==> config.mk <==
export PLATFORM = sky130hd
export DESIGN_NAME = transceiver_spi_host_port
export DESIGN_NICKNAME = d
export VERILOG_FILES = /design/src/verilog/spi_port_pkg.sv /design/src/verilog/spi_pin_sync.sv /design/src/verilog/spi_word_fifo.sv /design/src/verilog/transceiver_spi_host_port.sv
export VERILOG_INCLUDE_DIRS = /design/src /design/src/verilog
export SDC_FILE = /design/constraint.sdc
export NUM_CORES = 1
export LEC_CHECK = 0
export BUFFER_PORTS_ARGS = -buffer_cell sky130_fd_sc_hd__clkbuf_2
export CORE_AREA = 2 2 154 156
export DETAILED_ROUTE_END_ITERATION = 7
export DIE_AREA = 0 0 156 158
export PLACE_DENSITY = 0.49
export SYNTH_ARGS = -nofsm -noshare
export SYNTH_HDL_FRONTEND = slang
export SYNTH_SLANG_ARGS = --single-unit
==> constraint.sdc <==
create_clock -name CLK_I -period 2.65 [get_ports CLK_I]
set_input_delay 0.265 -clock CLK_I [delete_from_list [all_inputs] [get_ports CLK_I]]
set_output_delay 0.265 -clock CLK_I [all_outputs]
set_load 0.03 [all_outputs]
==> src/verilog/spi_port_defines.svh <==
// Constants of the transceiver host serial port.
// Notes on behaviour
// - Device is slave only, host drives clock.
// - Chip enable frames three or more bursts.
// - Sample on rising edge, change on falling.
// - Eight-bit bursts, most significant bit first.
// - First burst is header: address, read flag.
// - Payload flows one way only per transaction.
// - Payload is even, at least two bytes.
// - Serial shifting separate; core clock moves data. Here shifting also runs on the core clock.
// - Alternate select: line two shows CRC valid.
// - Alternate select: line one shows out-of-idle.
// - Reset low holds Off, clears serial state.
// - Reset release enters Idle with defaults.
// - Outputs tri-stated while reset is held.
// - Port serves transactions only in Idle.
`ifndef SPI_PORT_DEFINES_SVH
`define SPI_PORT_DEFINES_SVH

`define BURST_BITS 8
`define WORD_BITS 16
`define ADDR_BITS 6
`define HDR_READ_BIT 7
`define HDR_ADDR_MSB 5
`define MISO_FILL 1'b0
`define FIFO_DEPTH 4
`define SYNC_CE_RESET 1'b1
`define SYNC_LOW_RESET 1'b0

`endif

==> src/verilog/spi_port_pkg.sv <==
// Types shared by the host serial port design.
package spi_port_pkg;
	typedef enum logic [2:0] {
		ST_WAIT,
		ST_HEADER,
		ST_WRITE,
		ST_READ,
		ST_SKIP
	} port_state_t;
endpackage

==> src/verilog/spi_pin_sync.sv <==
// Two-stage pin synchroniser with edge detection.
`timescale 1ns/100ps
`default_nettype none
module spi_pin_sync #(
	parameter int WIDTH = 1,
	parameter logic [WIDTH-1:0] RESET_VAL = '0
) (
	input wire logic clk_i,
	input wire logic rst_n_i,
	input wire logic [WIDTH-1:0] async_i,
	output logic [WIDTH-1:0] level_o,
	output logic [WIDTH-1:0] rise_o,
	output logic [WIDTH-1:0] fall_o
);
	logic [WIDTH-1:0] stage1;
	logic [WIDTH-1:0] stage2;
	logic [WIDTH-1:0] stage3;
	logic [WIDTH-1:0] next_stage1;
	logic [WIDTH-1:0] next_stage2;
	logic [WIDTH-1:0] next_stage3;

	// Shift chain; stage1 is read only by stage2
	always_comb begin
		next_stage1 = async_i;
		next_stage2 = stage1;
		next_stage3 = stage2;
	end

	always_ff @(posedge clk_i or negedge rst_n_i) begin
		if (!rst_n_i) begin
			stage1 <= RESET_VAL;
			stage2 <= RESET_VAL;
			stage3 <= RESET_VAL;
		end else begin
			stage1 <= next_stage1;
			stage2 <= next_stage2;
			stage3 <= next_stage3;
		end
	end

	// Edges come from settled stages only
	assign level_o = stage2;
	assign rise_o = stage2 & ~stage3;
	assign fall_o = ~stage2 & stage3;
endmodule
`default_nettype wire

==> src/verilog/spi_word_fifo.sv <==
// Small flip-flop FIFO for received write words.
`timescale 1ns/100ps
`default_nettype none
module spi_word_fifo #(
	parameter int WIDTH = 22,
	parameter int DEPTH = 4
) (
	input wire logic clk_i,
	input wire logic rst_n_i,
	input wire logic in_valid_i,
	output logic in_ready_o,
	input wire logic [WIDTH-1:0] in_data_i,
	output logic out_valid_o,
	input wire logic out_ready_i,
	output logic [WIDTH-1:0] out_data_o
);
	localparam int PW = (DEPTH > 1) ? $clog2(DEPTH) : 1;
	localparam logic [PW-1:0] LAST = PW'(DEPTH - 1);
	localparam logic [PW:0] FULL = (PW + 1)'(DEPTH);

	logic [WIDTH-1:0] mem [DEPTH];
	logic [WIDTH-1:0] next_mem [DEPTH];
	logic [PW-1:0] wr_ptr;
	logic [PW-1:0] rd_ptr;
	logic [PW:0] count;
	logic [PW-1:0] next_wr_ptr;
	logic [PW-1:0] next_rd_ptr;
	logic [PW:0] next_count;
	logic push;
	logic pop;

	// Wrap a pointer that need not be a power of two
	function automatic logic [PW-1:0] bump(input logic [PW-1:0] p);
		bump = (p == LAST) ? '0 : p + PW'(1);
	endfunction

	assign in_ready_o = (count != FULL);
	assign out_valid_o = (count != '0);
	assign out_data_o = mem[rd_ptr];
	assign push = in_valid_i && in_ready_o;
	assign pop = out_valid_o && out_ready_i;

	// Pointer and storage update
	always_comb begin
		next_mem = mem;
		next_wr_ptr = wr_ptr;
		next_rd_ptr = rd_ptr;
		next_count = count;
		if (push) begin
			next_mem[wr_ptr] = in_data_i;
			next_wr_ptr = bump(wr_ptr);
		end
		if (pop) begin
			next_rd_ptr = bump(rd_ptr);
		end
		if (push && !pop) begin
			next_count = count + (PW + 1)'(1);
		end else if (pop && !push) begin
			next_count = count - (PW + 1)'(1);
		end
	end

	always_ff @(posedge clk_i or negedge rst_n_i) begin
		if (!rst_n_i) begin
			for (int i = 0; i < DEPTH; i++) begin
				mem[i] <= '0;
			end
			wr_ptr <= '0;
			rd_ptr <= '0;
			count <= '0;
		end else begin
			mem <= next_mem;
			wr_ptr <= next_wr_ptr;
			rd_ptr <= next_rd_ptr;
			count <= next_count;
		end
	end
endmodule
`default_nettype wire

==> src/verilog/transceiver_spi_host_port.sv <==
// Slave serial host port of the transceiver, run on the core clock.
`timescale 1ns/100ps
`default_nettype none
`include "spi_port_defines.svh"
module transceiver_spi_host_port
	import spi_port_pkg::*;
#(
	parameter int FIFO_DEPTH = `FIFO_DEPTH
) (
	input wire logic CLK_I,
	input wire logic RST_N_I,
	input wire logic CORE_READY_I,
	input wire logic SERIAL_CLOCK_IN_I,
	input wire logic CE_N_I,
	input wire logic MOSI_I,
	output logic MISO_O,
	output logic MISO_OE_O,
	output logic HEADER_VALID_O,
	output logic [`ADDR_BITS-1:0] ADDR_O,
	output logic IS_READ_O,
	output logic RD_REQ_O,
	input wire logic [`WORD_BITS-1:0] RD_DATA_I,
	output logic WR_VALID_O,
	input wire logic WR_READY_I,
	output logic [`ADDR_BITS-1:0] WR_ADDR_O,
	output logic [`WORD_BITS-1:0] WR_DATA_O,
	output logic WR_DROP_O,
	output logic DONE_O,
	output logic FRAME_ERR_O,
	output logic OFF_MODE_O,
	input wire logic INDICATOR_ALT_I,
	input wire logic CRC_VALID_I,
	input wire logic OUT_OF_IDLE_I,
	input wire logic LINE_ONE_OUT_I,
	input wire logic LINE_ONE_OE_I,
	input wire logic LINE_TWO_OUT_I,
	input wire logic LINE_TWO_OE_I,
	output logic GENERAL_LINE_ONE_O,
	output logic GENERAL_LINE_ONE_OE_O,
	output logic GENERAL_LINE_TWO_O,
	output logic GENERAL_LINE_TWO_OE_O
);
	localparam int FW = `ADDR_BITS + `WORD_BITS;
	localparam logic [3:0] HDR_LAST = 4'(`BURST_BITS - 1);
	localparam logic [3:0] WORD_LAST = 4'(`WORD_BITS - 1);

	////////////////////////////////////////////////////////////////////////////////
	// Pin sampling

	logic [2:0] pin_level;
	logic [2:0] pin_rise;
	logic [2:0] pin_fall;
	logic sclk_rise;
	logic sclk_fall;
	logic ce_fall;
	logic ce_rise;
	logic mosi;

	// Clock, chip enable and data share one delay, so data stays aligned
	spi_pin_sync #(
		.WIDTH(3),
		.RESET_VAL({`SYNC_LOW_RESET, `SYNC_CE_RESET, `SYNC_LOW_RESET})
	) u_sync (
		.clk_i(CLK_I),
		.rst_n_i(RST_N_I),
		.async_i({MOSI_I, CE_N_I, SERIAL_CLOCK_IN_I}),
		.level_o(pin_level),
		.rise_o(pin_rise),
		.fall_o(pin_fall)
	);

	assign sclk_rise = pin_rise[0];
	assign sclk_fall = pin_fall[0];
	assign ce_fall = pin_fall[1];
	assign ce_rise = pin_rise[1];
	assign mosi = pin_level[2];

	////////////////////////////////////////////////////////////////////////////////
	// Transaction state

	port_state_t state;
	port_state_t next_state;
	logic [3:0] bit_cnt;
	logic [3:0] next_bit_cnt;
	logic [`WORD_BITS-1:0] shift_in;
	logic [`WORD_BITS-1:0] next_shift_in;
	logic [`WORD_BITS-1:0] shift_out;
	logic [`WORD_BITS-1:0] next_shift_out;
	logic [`ADDR_BITS-1:0] addr;
	logic [`ADDR_BITS-1:0] next_addr;
	logic is_read;
	logic next_is_read;
	logic pay_odd;
	logic next_pay_odd;
	logic pay_two;
	logic next_pay_two;
	logic pay_one;
	logic next_pay_one;
	logic miso;
	logic next_miso;
	logic miso_oe;
	logic next_miso_oe;
	logic hdr_valid;
	logic next_hdr_valid;
	logic rd_req;
	logic next_rd_req;
	logic rd_load;
	logic done;
	logic next_done;
	logic frame_err;
	logic next_frame_err;
	logic drop;
	logic next_drop;
	logic push;
	logic next_push;
	logic [FW-1:0] push_data;
	logic [FW-1:0] next_push_data;
	logic off_mode;
	logic fifo_in_ready;
	logic [FW-1:0] fifo_out;
	logic [`WORD_BITS-1:0] word_in;
	logic [`BURST_BITS-1:0] hdr_in;

	// Assembled values as the last bit arrives
	assign word_in = {shift_in[`WORD_BITS-2:0], mosi};
	assign hdr_in = {shift_in[`BURST_BITS-2:0], mosi};
	assign rd_load = rd_req;

	// Count one payload byte; tracks parity and the two-byte minimum
	function automatic logic [1:0] byte_step(input logic odd, input logic one);
		byte_step = {~odd, one | odd};
	endfunction

	// Next transaction state
	always_comb begin
		next_state = state;
		next_bit_cnt = bit_cnt;
		next_shift_in = shift_in;
		next_shift_out = shift_out;
		next_addr = addr;
		next_is_read = is_read;
		next_pay_odd = pay_odd;
		next_pay_one = pay_one;
		next_pay_two = pay_two;
		next_miso = miso;
		next_miso_oe = miso_oe;
		next_hdr_valid = 1'b0;
		next_rd_req = 1'b0;
		next_done = 1'b0;
		next_frame_err = 1'b0;
		next_drop = 1'b0;
		next_push = 1'b0;
		next_push_data = push_data;
		// Read data lands one cycle after the request, well before the falling edge
		if (rd_load) begin
			next_shift_out = RD_DATA_I;
		end
		if (ce_rise) begin
			// End of frame; a frame cut short or with odd payload is flagged
			if (state == ST_HEADER || state == ST_WRITE || state == ST_READ) begin
				next_done = 1'b1;
				next_frame_err = (state == ST_HEADER) || !pay_two || pay_odd
					|| (bit_cnt != 4'h0);
			end
			next_state = ST_WAIT;
			next_miso_oe = 1'b0;
			next_miso = `MISO_FILL;
		end else if (ce_fall) begin
			// Only an idle core may take a frame; otherwise sit it out
			if (CORE_READY_I && !off_mode) begin
				next_state = ST_HEADER;
				next_bit_cnt = 4'h0;
				next_pay_odd = 1'b0;
				next_pay_one = 1'b0;
				next_pay_two = 1'b0;
				next_miso_oe = 1'b1;
				next_miso = `MISO_FILL;
			end else begin
				next_state = ST_SKIP;
			end
		end else begin
			case (state)
				ST_HEADER: begin
					if (sclk_rise) begin
						next_shift_in = word_in;
						next_bit_cnt = bit_cnt + 4'h1;
						if (bit_cnt == HDR_LAST) begin
							next_bit_cnt = 4'h0;
							next_addr = hdr_in[`HDR_ADDR_MSB:0];
							next_is_read = hdr_in[`HDR_READ_BIT];
							next_hdr_valid = 1'b1;
							next_rd_req = hdr_in[`HDR_READ_BIT];
							next_state = hdr_in[`HDR_READ_BIT] ? ST_READ : ST_WRITE;
						end
					end
				end
				ST_WRITE: begin
					if (sclk_rise) begin
						next_shift_in = word_in;
						next_bit_cnt = (bit_cnt == WORD_LAST) ? 4'h0 : bit_cnt + 4'h1;
						if (bit_cnt == HDR_LAST || bit_cnt == WORD_LAST) begin
							{next_pay_odd, next_pay_one} = byte_step(pay_odd, pay_one);
							next_pay_two = pay_two | pay_one | pay_odd;
						end
						// Whole words only; host cannot be stalled, so a full queue drops
						if (bit_cnt == WORD_LAST) begin
							next_push = fifo_in_ready;
							next_drop = !fifo_in_ready;
							next_push_data = {addr, word_in};
						end
					end
				end
				ST_READ: begin
					// Change on the falling edge, most significant bit first
					if (sclk_fall && !rd_load) begin
						next_miso = shift_out[`WORD_BITS-1];
						next_shift_out = {shift_out[`WORD_BITS-2:0], 1'b0};
					end
					if (sclk_rise) begin
						next_bit_cnt = (bit_cnt == WORD_LAST) ? 4'h0 : bit_cnt + 4'h1;
						if (bit_cnt == HDR_LAST || bit_cnt == WORD_LAST) begin
							{next_pay_odd, next_pay_one} = byte_step(pay_odd, pay_one);
							next_pay_two = pay_two | pay_one | pay_odd;
						end
						// Fetch ahead at a word end; costs one spare read at frame end
						next_rd_req = (bit_cnt == WORD_LAST);
					end
				end
				ST_WAIT: begin
					next_miso_oe = 1'b0;
				end
				ST_SKIP: begin
					next_miso_oe = 1'b0;
				end
				default: begin
					next_state = ST_WAIT;
				end
			endcase
		end
	end

	// Reset clears every serial register and holds the port dormant
	always_ff @(posedge CLK_I or negedge RST_N_I) begin
		if (!RST_N_I) begin
			state <= ST_WAIT;
			bit_cnt <= 4'h0;
			shift_in <= '0;
			shift_out <= '0;
			addr <= '0;
			is_read <= 1'b0;
			pay_odd <= 1'b0;
			pay_one <= 1'b0;
			pay_two <= 1'b0;
			miso <= `MISO_FILL;
			miso_oe <= 1'b0;
			hdr_valid <= 1'b0;
			rd_req <= 1'b0;
			done <= 1'b0;
			frame_err <= 1'b0;
			drop <= 1'b0;
			push <= 1'b0;
			push_data <= '0;
		end else begin
			state <= next_state;
			bit_cnt <= next_bit_cnt;
			shift_in <= next_shift_in;
			shift_out <= next_shift_out;
			addr <= next_addr;
			is_read <= next_is_read;
			pay_odd <= next_pay_odd;
			pay_one <= next_pay_one;
			pay_two <= next_pay_two;
			miso <= next_miso;
			miso_oe <= next_miso_oe;
			hdr_valid <= next_hdr_valid;
			rd_req <= next_rd_req;
			done <= next_done;
			frame_err <= next_frame_err;
			drop <= next_drop;
			push <= next_push;
			push_data <= next_push_data;
		end
	end

	////////////////////////////////////////////////////////////////////////////////
	// Write word queue toward the core

	spi_word_fifo #(
		.WIDTH(FW),
		.DEPTH(FIFO_DEPTH)
	) u_fifo (
		.clk_i(CLK_I),
		.rst_n_i(RST_N_I),
		.in_valid_i(push),
		.in_ready_o(fifo_in_ready),
		.in_data_i(push_data),
		.out_valid_o(WR_VALID_O),
		.out_ready_i(WR_READY_I),
		.out_data_o(fifo_out)
	);

	////////////////////////////////////////////////////////////////////////////////
	// Mode and indicator lines

	logic next_off_mode;
	logic line_one;
	logic line_one_oe;
	logic line_two;
	logic line_two_oe;
	logic next_line_one;
	logic next_line_one_oe;
	logic next_line_two;
	logic next_line_two_oe;

	// Off only under reset; release always lands in Idle
	always_comb begin
		next_off_mode = 1'b0;
		if (INDICATOR_ALT_I) begin
			next_line_one = OUT_OF_IDLE_I;
			next_line_one_oe = 1'b1;
			next_line_two = CRC_VALID_I;
			next_line_two_oe = 1'b1;
		end else begin
			next_line_one = LINE_ONE_OUT_I;
			next_line_one_oe = LINE_ONE_OE_I;
			next_line_two = LINE_TWO_OUT_I;
			next_line_two_oe = LINE_TWO_OE_I;
		end
	end

	always_ff @(posedge CLK_I or negedge RST_N_I) begin
		if (!RST_N_I) begin
			off_mode <= 1'b1;
			line_one <= 1'b0;
			line_one_oe <= 1'b0;
			line_two <= 1'b0;
			line_two_oe <= 1'b0;
		end else begin
			off_mode <= next_off_mode;
			line_one <= next_line_one;
			line_one_oe <= next_line_one_oe;
			line_two <= next_line_two;
			line_two_oe <= next_line_two_oe;
		end
	end

	////////////////////////////////////////////////////////////////////////////////
	// Outputs

	assign MISO_O = miso;
	assign MISO_OE_O = miso_oe;
	assign HEADER_VALID_O = hdr_valid;
	assign ADDR_O = addr;
	assign IS_READ_O = is_read;
	assign RD_REQ_O = rd_req;
	assign WR_ADDR_O = fifo_out[FW-1:`WORD_BITS];
	assign WR_DATA_O = fifo_out[`WORD_BITS-1:0];
	assign WR_DROP_O = drop;
	assign DONE_O = done;
	assign FRAME_ERR_O = frame_err;
	assign OFF_MODE_O = off_mode;
	assign GENERAL_LINE_ONE_O = line_one;
	assign GENERAL_LINE_ONE_OE_O = line_one_oe;
	assign GENERAL_LINE_TWO_O = line_two;
	assign GENERAL_LINE_TWO_OE_O = line_two_oe;
endmodule
`default_nettype wire

==> results of run 1 <==
[per-stage QoR]
stage | cells | setup WS [ns] | instance area (µm²) | total power (W)
6_report | 927 | 0.265 | 9440 | 0.00655
5_1_grt | 927 | 0.159 | 9440 | 0.00685
4_1_cts | 927 | 0.259 | 9440 | 0.00666
3_5_place_dp | 891 | 0.276 | 8770 | 0.00392
3_3_place_gp | 891 | 0.296 | 8770 | 0.00390
2_1_floorplan | 540 | 0.311 | 7940 | 0.00359
[worst max-delay path: stages, from the launching register on]
cell	delay (ns)
dfstp_2	0.54
inv_1	0.05
ha_1	0.20
or4b_4	0.58
o31a_1	0.40
o41a_1	0.44
o21ai_2	0.11
[routing by layer]
metal | up-vias | track usage [%]
li1 | 2107 | -
met1 | 2378 | 18.5
met4 | 0 | 2.75
met2 | 67 | 24.6
met5 | - | 0
met3 | 9 | 3.67
[cell type report]
type / instances / area (µm²)
multi-input cells: 316 / 3120
clock inverters: 11 / 169
flip-flops and latches: 186 / 4660
inverters: 10 / 37.5
clock buffers: 21 / 460
well taps: 290 / 363
repair buffers: 93 / 627
fillers: 2112 / 13600
[synthesized netlist by cell type (5+ instances only)]
master    count
a21oi_1      18
buf_2        11
clkbuf_1     15
dfrtp_1     182
ha_1         11
inv_1        10
mux2_2      136
mux2i_1      18
mux4_2       22
nand2_1      18
nor2_1       25
nor2b_1       5
nor3b_1       5
o21ai_0       6
[state kept, by name, summed over array words and instances (netlist names), 2 cells and up]
signal              flops
u_sync.stage3           2
shift_in               15
push_data              22
u_sync.next_stage2      3
u_fifo.wr_ptr           2
u_fifo.mem             88
u_sync.level_o          3
ADDR_O                  6
u_fifo.rd_ptr           2
shift_out              16
bit_cnt                 4
state                   3
u_fifo.count            3
[worst max path at each step]
stage	start	end	slack [ns]	cells after the start
2_1_floorplan	u_sync.stage3[1]	bit_cnt[3]	0.31	7
3_3_place_gp	u_sync.level_o[1]	bit_cnt[3]	0.30	6
3_5_place_dp	u_sync.level_o[1]	bit_cnt[3]	0.28	6
4_1_cts	u_sync.level_o[1]	bit_cnt[3]	0.26	6
5_1_grt	u_sync.level_o[1]	bit_cnt[3]	0.16	6
6_report	u_sync.level_o[1]	bit_cnt[3]	0.27	6
[cell families after synthesis]
kind of cell               count (synthesis)  synth area share [%]
DFF                                      186                  58.7
muxes                                    177                  28.0
and+or+nand+nor                           82                  5.63
AOI/OAI and AO/OA                         39                  3.06
buffers and inverters                     38                  2.07
adders and majority gates                 12                  1.99
xor gates and xnor gates                   5                 0.552
other                                      1                0.0473
[report_power, final]
group	internal, W	leakage, nW	switching, W
clock network	0.00163	0.295	0.00107
registers	0.00294	2.45	0.000124
logic	0.000347	1.78	0.000437
total	0.00491	4.53	0.00163
==> summary.txt, run 1 <==
Die
  • # rows: 56
  • I/O pins: 72
  • Die area: between 20,000 and 25,000 µm²
  • Area of the core: approximately 23,000 µm²
  • Initial core utilization: roughly a third
  • Chip height: 158 µm
  • Die Span X: 156 µm

Global routing
  • Gr usage total: between 10 and 15%
  • Total grt overflow: 0
  • Pin count of the biggest net entering global routing: between 70 and 80
  • Initial antenna violation count: 0
  • First-pass GRT wire length: about 27,000 µm
  • Number of global-route vias before repair: 5,015

Synth
  • Synth Instances: 540
  • Fraction of registers with async set/reset: 100%
  • Synth area leader: dfrtp_1
  • Synth cell types: 51
  • Avg Cell Area, Syn: 14.7 µm²
  • Primary FF master, synth: dfrtp_1
  • Yosys top cell area share: between 50% and 60%
  • Sequential-to-total area share from yosys stat: 58.7%
  • Number of synthesized flops with an enable pin: 0
  • Syn nets: between 500 and 600
  • Area contributors post-synth: dfrtp_1, mux2_2, mux4_2
  • Ys Warns: 0
  • Synthesized cell area: about 7900 µm²
  • Flops & latches, synth: ~190

Min path
  • Worst Hold Launch: LINE_TWO_OE_I
  • Worst Hold End: GENERAL_LINE_TWO_OE_O
  • Hold depth: 2
  • Min-delay worst type: in2reg

STA
  • Setup violators final: 0
  • Slew of the pin with the lowest slew margin: 0.661 ns
  • Hold WS: about 0.03 ns
  • Max-slew violations: 0
  • Max-slew headroom: a little under three fifths
  • Final worst-path cycle share: about 90%
  • Tmin final: 2.38 ns
  • Max Freq: 419 MHz
  • Post-Route Setup TNS: 0 ns
  • RSZ-0062 raised after global routing: no
  • Clock Skew: 0.00877 ns
  • Final Hold Vio Count: 0

Critical path
  • Reg-to-reg slack, setup: between 0.2 and 0.3 ns
  • Critical path type: reg2reg
  • CP arrival: approximately 2.7 ns
  • Critical path startpoint category: register
  • Worst r2r path cells: 6
  • Reg2reg start: u_sync.level_o[1]
  • RR Endpoint: bit_cnt[3]
  • Critical path peak fanout: 8
  • CP required: about 3.0 ns
  • Crit path capture type: register

Route
  • Top Layer Used: met4
  • Via Count: around 4,600
  • Final antenna-violating net count: 0
  • DR WL/cell: ~18 µm
  • DRT iter0 DRCs: about 190
  • WL met1: 7460 µm
  • Routed wl met3: between 500 and 600 µm
  • DR vias/cell: 4.92
  • DRC: 0
  • Total Wirelength: between 15,000 and 20,000 µm
  • Metal2 WL: 8330 µm
  • DRT Pass-1 Iters: 4

Cells and area
  • Commonest non-fill, non-tap cell in the layout: dfrtp_1
  • Fin nets: 666
  • Area Growth Syn to Fin: 18.9%
  • # diodes: 0
  • Most frequent cells in the layout: dfrtp_1, mux2_2, clkbuf_2
  • Share of layout cells above drive strength 1: a little under half
  • Core Util, Final: 40.9%

Pwr
  • Power per cell area: between 600 and 700 nW/µm²
  • Maximum VDD drop: roughly 400 µV
  • Lkg Pwr: between 4 and 5 nW

CTS
  • Resize count post-CTS: 0
  • Worst-skew pair later-pin latency: 0.42 ns
  • Clock sinks: about 190
  • Worst-path clk slew: 0.07 ns
  • Max H-tree Level: 4
  • CTS root buf: clkbuf_16
  • CTS Buffer Depth: 2
  • # hold bufs at CTS: 4
  • CTS tree: yes
  • TritonCTS buffer count: 17
  • Setup Fix Bufs, Post-CTS: 0

Placement
  • Gpl congestion: between 0.7 and 0.8
  • IO buf count: 71
  • Detail Placement HPWL: between 10,000 and 15,000 µm

Run status
  • Run status: completed

Flow run
  • Number of max-cap violations: 0
Power figures use the tool's default switching activity.
==> run 2, diff against run 1 <==
--- a/config.mk
+++ b/config.mk
@@ -10,6 +10,7 @@
 export CORE_AREA = 2 2 154 156
 export DETAILED_ROUTE_END_ITERATION = 7
 export DIE_AREA = 0 0 156 158
+export MAX_ROUTING_LAYER = met4
 export PLACE_DENSITY = 0.49
 export SYNTH_ARGS = -nofsm -noshare
 export SYNTH_HDL_FRONTEND = slang
==> run 2 against run 1 <==
  * First-iteration DRC count down 8.5%
  * Cell count unchanged
  * Routed wire length up 0.16%
  * Fmax down 0.10%
  * Non-clock buffer count unchanged
  * Clock power about the same
  * Power about the same
  * Clock skew about the same
==> summary.txt, run 2 (synthesis gave the netlist of run 1 again) <==
CTS
  • TritonCTS buffer count: 17
  • # hold bufs at CTS: 4
  • CTS Buffer Depth: 2
  • CTS root buf: clkbuf_16
  • Setup Fix Bufs, Post-CTS: 0
  • Worst-skew pair later-pin latency: 0.42 ns
  • Worst-path clk slew: 0.07 ns
  • Clock sinks: about 190
  • Resize count post-CTS: 0
  • Max H-tree Level: 4
  • CTS tree: yes

STA
  • RSZ-0062 raised after global routing: no
  • Max-slew violations: 0
  • Max Freq: between 400 and 500 MHz
  • Final Hold Vio Count: 0
  • Post-Route Setup TNS: 0 ns
  • Final worst-path cycle share: 90.1%
  • Tmin final: ~2.4 ns
  • Setup violators final: 0
  • Clock Skew: about 0.009 ns
  • Max-slew headroom: 55.9%
  • PnR worst setup slack: 0.263 ns
  • Slew of the pin with the lowest slew margin: around 0.66 ns

Global routing
  • First-pass GRT wire length: roughly 27,000 µm
  • Gr usage total: between 10 and 15%
  • Total grt overflow: 0
  • Number of global-route vias before repair: approximately 5,000
  • Initial antenna violation count: 0
  • Pin count of the biggest net entering global routing: 75

Cells and area
  • # fillers: between 2,000 and 2,500
  • Most frequent cells in the layout: dfrtp_1, mux2_2, clkbuf_2
  • # diodes: 0
  • Fin nets: ~670
  • Share of layout cells above drive strength 1: a little under half
  • Max reg flops: around 90
  • Commonest non-fill, non-tap cell in the layout: dfrtp_1
  • Largest Register: u_fifo.mem
  • Reg area: about 4700 µm²
  • Area Growth Syn to Fin: 18.9%
  • Multi-input gate area: roughly 3100 µm²
  • Regs by FF count: u_fifo.mem x88, push_data x22, shift_out x16

Min path
  • Hold depth: 2
  • Worst Hold Launch: LINE_TWO_OE_I
  • Min-delay worst type: in2reg
  • Worst Hold End: GENERAL_LINE_TWO_OE_O

Pwr
  • Power per cell area: around 690 nW/µm²
  • Int Power: 0.00491 W
  • Lkg Pwr: approximately 4.5 nW
  • Maximum VDD drop: between 400 and 500 µV
  • Sw Ratio: roughly 25%
  • Combinational group share of total power: between 10% and 20%
  • Clk pwr share: about two fifths
  • Switching power: ~0.0016 W
  • Reg power frac: roughly 47%

Critical path
  • Critical path startpoint category: register
  • Reg-to-reg slack, setup: 0.26 ns
  • Critical path type: reg2reg
  • Critical path peak fanout: 8
  • Crit path capture type: register
  • Reg2reg start: u_sync.level_o[1]
  • RR Endpoint: bit_cnt[3]
  • Worst r2r path cells: 6
  • CP required: about 3.0 ns
  • CP arrival: 2.74 ns

Placement
  • IO buf count: 71
  • Gpl congestion: 0.803
  • Detail Placement HPWL: approximately 11,000 µm
  • DP Worst Slack: approximately 0.28 ns

Route
  • DR WL/cell: ~18 µm
  • Via Count: around 4,600
  • DRC: 0
  • Total Wirelength: around 16,000 µm
  • DR vias/cell: 4.93
  • DRT iter0 DRCs: between 150 and 200
  • Final antenna-violating net count: 0
  • DRT Pass-1 Iters: 4

Flow run
  • Number of max-cap violations: 0

Die
  • Initial core utilization: between 30 and 40%
  • Die Span X: between 150 and 200 µm
  • Chip height: 158 µm
  • I/O pins: slightly above 70
  • Area of the core: between 20,000 and 25,000 µm²
  • Die area: between 20,000 and 25,000 µm²
  • # rows: 56

Run status
  • Run status: completed
==> run 2: cell counts in the layout (fill, tap and decap cells not counted) <==
Identical to the previous run, type by type.
==> run 2: routing by layer <==
layer,share of wire [%],routed length (µm),vias to the layer above,global-route usage [%]
met2,50,8320,63,24.5
li1,-,-,2105,-
met3,3.0,501,11,3.50
met4,0.76,125,0,2.75
met1,46,7550,2388,18.7
met5,0,0,-,-
==> run 2: critical path: stages (launching register included) <==
cell	delay, ns
dfstp_2	0.54
inv_1	0.05
ha_1	0.20
or4b_4	0.58
o31a_1	0.40
o41a_1	0.44
o21ai_2	0.11
==> run 2: cell type report <==
cell class | count | area share (%)
Clock buffer | 21 | 4.88
Clock inverter | 11 | 1.79
Inverter | 10 | 0.398
Multi-Input combinational cell | 316 | 33.1
Sequential cell | 186 | 49.4
Tap cell | 290 | 3.84
Timing Repair Buffer | 93 | 6.64
==> run 2: worst max path at each step <==
| stage | depth (start not counted) | start | slack, ns | to |
|---|---|---|---|---|
| after floorplan | 7 | u_sync.stage3[1] | 0.31 | bit_cnt[3] |
| after global placement | 6 | u_sync.level_o[1] | 0.30 | bit_cnt[3] |
| after detailed placement | 6 | u_sync.level_o[1] | 0.28 | bit_cnt[3] |
| after CTS | 6 | u_sync.level_o[1] | 0.26 | bit_cnt[3] |
| after global routing | 6 | u_sync.level_o[1] | 0.16 | bit_cnt[3] |
| final | 6 | u_sync.level_o[1] | 0.26 | bit_cnt[3] |
==> run 2: power by group through the flow <==
stage,Combinational [W],Clock [W],Sequential [W]
after floorplan,0.000503,0,0.00309
after global placement,0.000789,0,0.00311
after detailed placement,0.000805,0,0.00312
after CTS,0.000814,0.00278,0.00306
after global routing,0.000876,0.00290,0.00308
final,0.000786,0.00271,0.00306
==> run 2: per-stage QoR <==
stage	util (%)	total power [W]	hold slack (ns)	cell area, µm²	std cells
4_1_cts	40.9	0.00666	0.00564	9440	927
2_1_floorplan	-	0.00359	-0.0306	7940	540
5_1_grt	40.9	0.00686	0.00633	9440	927
3_5_place_dp	38.0	0.00392	0.328	8770	891
6_report	40.9	0.00655	0.0293	9440	927
3_3_place_gp	38.0	0.00390	0.315	8770	891
==> run 3, diff against run 2 <==
--- a/config.mk
+++ b/config.mk
@@ -7,11 +7,12 @@
 export NUM_CORES = 1
 export LEC_CHECK = 0
 export BUFFER_PORTS_ARGS = -buffer_cell sky130_fd_sc_hd__clkbuf_2
-export CORE_AREA = 2 2 154 156
+export CORE_AREA = 2 2 155 157
 export DETAILED_ROUTE_END_ITERATION = 7
-export DIE_AREA = 0 0 156 158
+export DIE_AREA = 0 0 157 159
 export MAX_ROUTING_LAYER = met4
 export PLACE_DENSITY = 0.49
 export SYNTH_ARGS = -nofsm -noshare
 export SYNTH_HDL_FRONTEND = slang
+export SYNTH_HIERARCHICAL = 1
 export SYNTH_SLANG_ARGS = --single-unit
==> run 3 against run 2 <==
  * Worst setup slack worse by 0.019 ns
  * Combinational power fell by 80%
  * Power decreased by 13%
  * First-iteration DRC count increased by 47%
  * Sequential share of layout area is 0.27 points higher
  * Synthesized cell count is 1.1% lower
  * Global-route usage down 0.77 points
  * Critical path type is now reg2out
  * Hold slack lost 0.0023 ns
  * Largest cell class unchanged
  * Critical path depth decreased by 3
==> summary.txt, run 3 <==
STA
  • Slew of the pin with the lowest slew margin: between 0.7 and 0.8 ns
  • Tmin final: between 2 and 2.5 ns
  • RSZ-0062 raised after global routing: no
  • Max-slew violations: 0
  • Final Hold Vio Count: 0
  • Max Freq: around 420 MHz
  • Hold WS: 0.0270 ns
  • Setup violators final: 0
  • Clock Skew: roughly 0.01 ns
  • PnR worst setup slack: 0.244 ns
  • Max-slew headroom: 51.7%
  • Final worst-path cycle share: around 90%
  • Post-Route Setup TNS: 0 ns

Cells and area
  • Multi-input gate area: 3080 µm²
  • Reg area: 4660 µm²
  • Largest Register: u_fifo/mem
  • # fillers: between 2,000 and 2,500
  • Max reg flops: 88
  • Fin nets: 659
  • Regs by FF count: u_fifo/mem x88, push_data x22, shift_out x16
  • Commonest non-fill, non-tap cell in the layout: dfrtp_1
  • Non-Filler Instances: between 900 and 1,000
  • # diodes: 0
  • Share of layout cells above drive strength 1: between 40% and 50%
  • Area Growth Syn to Fin: 17.9%
  • Finished Cell Area: between 9000 and 10,000 µm²
  • Most frequent cells in the layout: dfrtp_1, mux2_2, clkbuf_2

Route
  • DR WL/cell: about 17 µm
  • Total Wirelength: around 16,000 µm
  • DRT Pass-1 Iters: 4
  • DRT iter0 DRCs: 255
  • Via Count: around 4,500
  • Final antenna-violating net count: 0
  • DR vias/cell: 4.72
  • DRC: 0

Die
  • # rows: 56
  • Die Span X: 157 µm
  • Die area: ~25,000 µm²
  • I/O pins: 72
  • Chip height: between 150 and 200 µm
  • Initial core utilization: approximately 34%
  • Area of the core: 23,200 µm²

Critical path
  • CP required: approximately 2.4 ns
  • Critical path type: reg2out
  • Critical path startpoint category: register
  • Critical path peak fanout: 14
  • Reg2reg start: u_sync/level_o[1]
  • Crit path buffers/inverters: 2
  • CP arrival: roughly 2.1 ns
  • Largest stage delay on the critical path: just over 0.8 ns
  • Crit path capture type: output pin
  • CP Cell Sequence: buf_4 -> mux4_2 -> clkbuf_2
  • Family with the most delay on the worst path: flip-flops
  • Slowest CP cell: dfrtp_1
  • Worst setup startpoint: u_fifo/rd_ptr[1]

CTS
  • TritonCTS buffer count: 17
  • Worst-skew pair later-pin latency: between 0.4 and 0.5 ns
  • Clock sinks: 186
  • Resize count post-CTS: 0
  • CTS root buf: clkbuf_16
  • Max H-tree Level: 4
  • CTS Buffer Depth: 2
  • CTS tree: yes
  • Setup Fix Bufs, Post-CTS: 0
  • Worst-path clk slew: approximately 0.06 ns
  • # hold bufs at CTS: 4

Pwr
  • Maximum VDD drop: 361 µV
  • Power per cell area: about 600 nW/µm²
  • Lkg Pwr: around 4.5 nW

Placement
  • DP Worst Slack: 0.272 ns
  • Detail Placement HPWL: between 10,000 and 15,000 µm
  • Gpl congestion: 0.771
  • IO buf count: 71
  • Placed instance area: about 8700 µm²
  • Cells after DPL: 916

Synth
  • Ys Warns: 6
  • Syn nets: 573
  • Avg Cell Area, Syn: 14.9 µm²
  • Synth Instances: approximately 530
  • Synthesized cell area: roughly 8000 µm²

Global routing
  • Gr usage total: about 14%
  • Met1 global-route usage: between 10% and 20%
  • Met3 Resource Use GR: about 3.1%
  • Total grt overflow: 0
  • First-pass GRT wire length: 26,300 µm
  • Initial antenna violation count: 0
  • Number of global-route vias before repair: a little under 5,000
  • GRT met2 Usage: between 20% and 30%
  • Pin count of the biggest net entering global routing: 73
  • Grt peak-use layer: met2

Run status
  • Run status: completed

Min path
  • Min-delay worst type: in2reg
  • Worst Hold Launch: LINE_TWO_OE_I

Flow run
  • Number of max-cap violations: 0
[run 3: cell types whose count changed in the layout (fill, tap and decap cells not counted), moves of 3 or more]
cell / before / now
ha_1: 11 / 8
buf_12: 7 / 4
nor2_2: 1 / 5
buf_4: 11 / 14
mux2_2: 136 / 140
nor4b_1: 3 / 0
and2b_2: 0 / 5
nand2_1: 18 / 14
clkbuf_1: 2 / 5
[run 3: metal layers]
metal	vias up	routed length, µm
met4	0	189
li1	2080	-
met2	67	7780
met1	2335	7350
met5	-	0
met3	15	445
[run 3: area by class of cell]
class                      instances  share of cell area, %
inverter                          11                  0.440
sequential                       186                   49.6
multi-input combinational        311                   32.8
clock buffer                      24                   5.03
clock inverter                     8                   1.55
tap                              319                   4.25
timing repair buffer              93                   6.28
[run 3: metrics by stage]
stage / util (%) / total power (W)
floorplan: - / 0.00299
global placement: 37.6 / 0.00310
detailed placement: 37.6 / 0.00311
CTS: 40.5 / 0.00582
global route: 40.5 / 0.00597
finish: 40.5 / 0.00572
[run 3: final timing paths]
kind | to | slack, ns | cells after the start
min in group asynchronous | u_fifo/mem[82] | 0.40 | 2
setup / recovery | WR_DATA_O[12] | 0.24 | 3
hold / removal | GENERAL_LINE_TWO_OE_O | 0.03 | 2
max in group asynchronous | u_fifo/mem[10] | 1.40 | 3
setup reg to reg | push_data[17] | 0.28 | 6
hold reg to reg | u_sync/level_o[0] | 0.35 | 0
[run 3: power breakdown]
part / total, W / leakage, nW / internal [W] / switching (W)
registers: 0.00289 / 2.48 / 0.00287 / 0.0000219
clock network: 0.00267 / 0.294 / 0.00163 / 0.00104
logic: 0.000161 / 1.71 / 0.0000565 / 0.000105
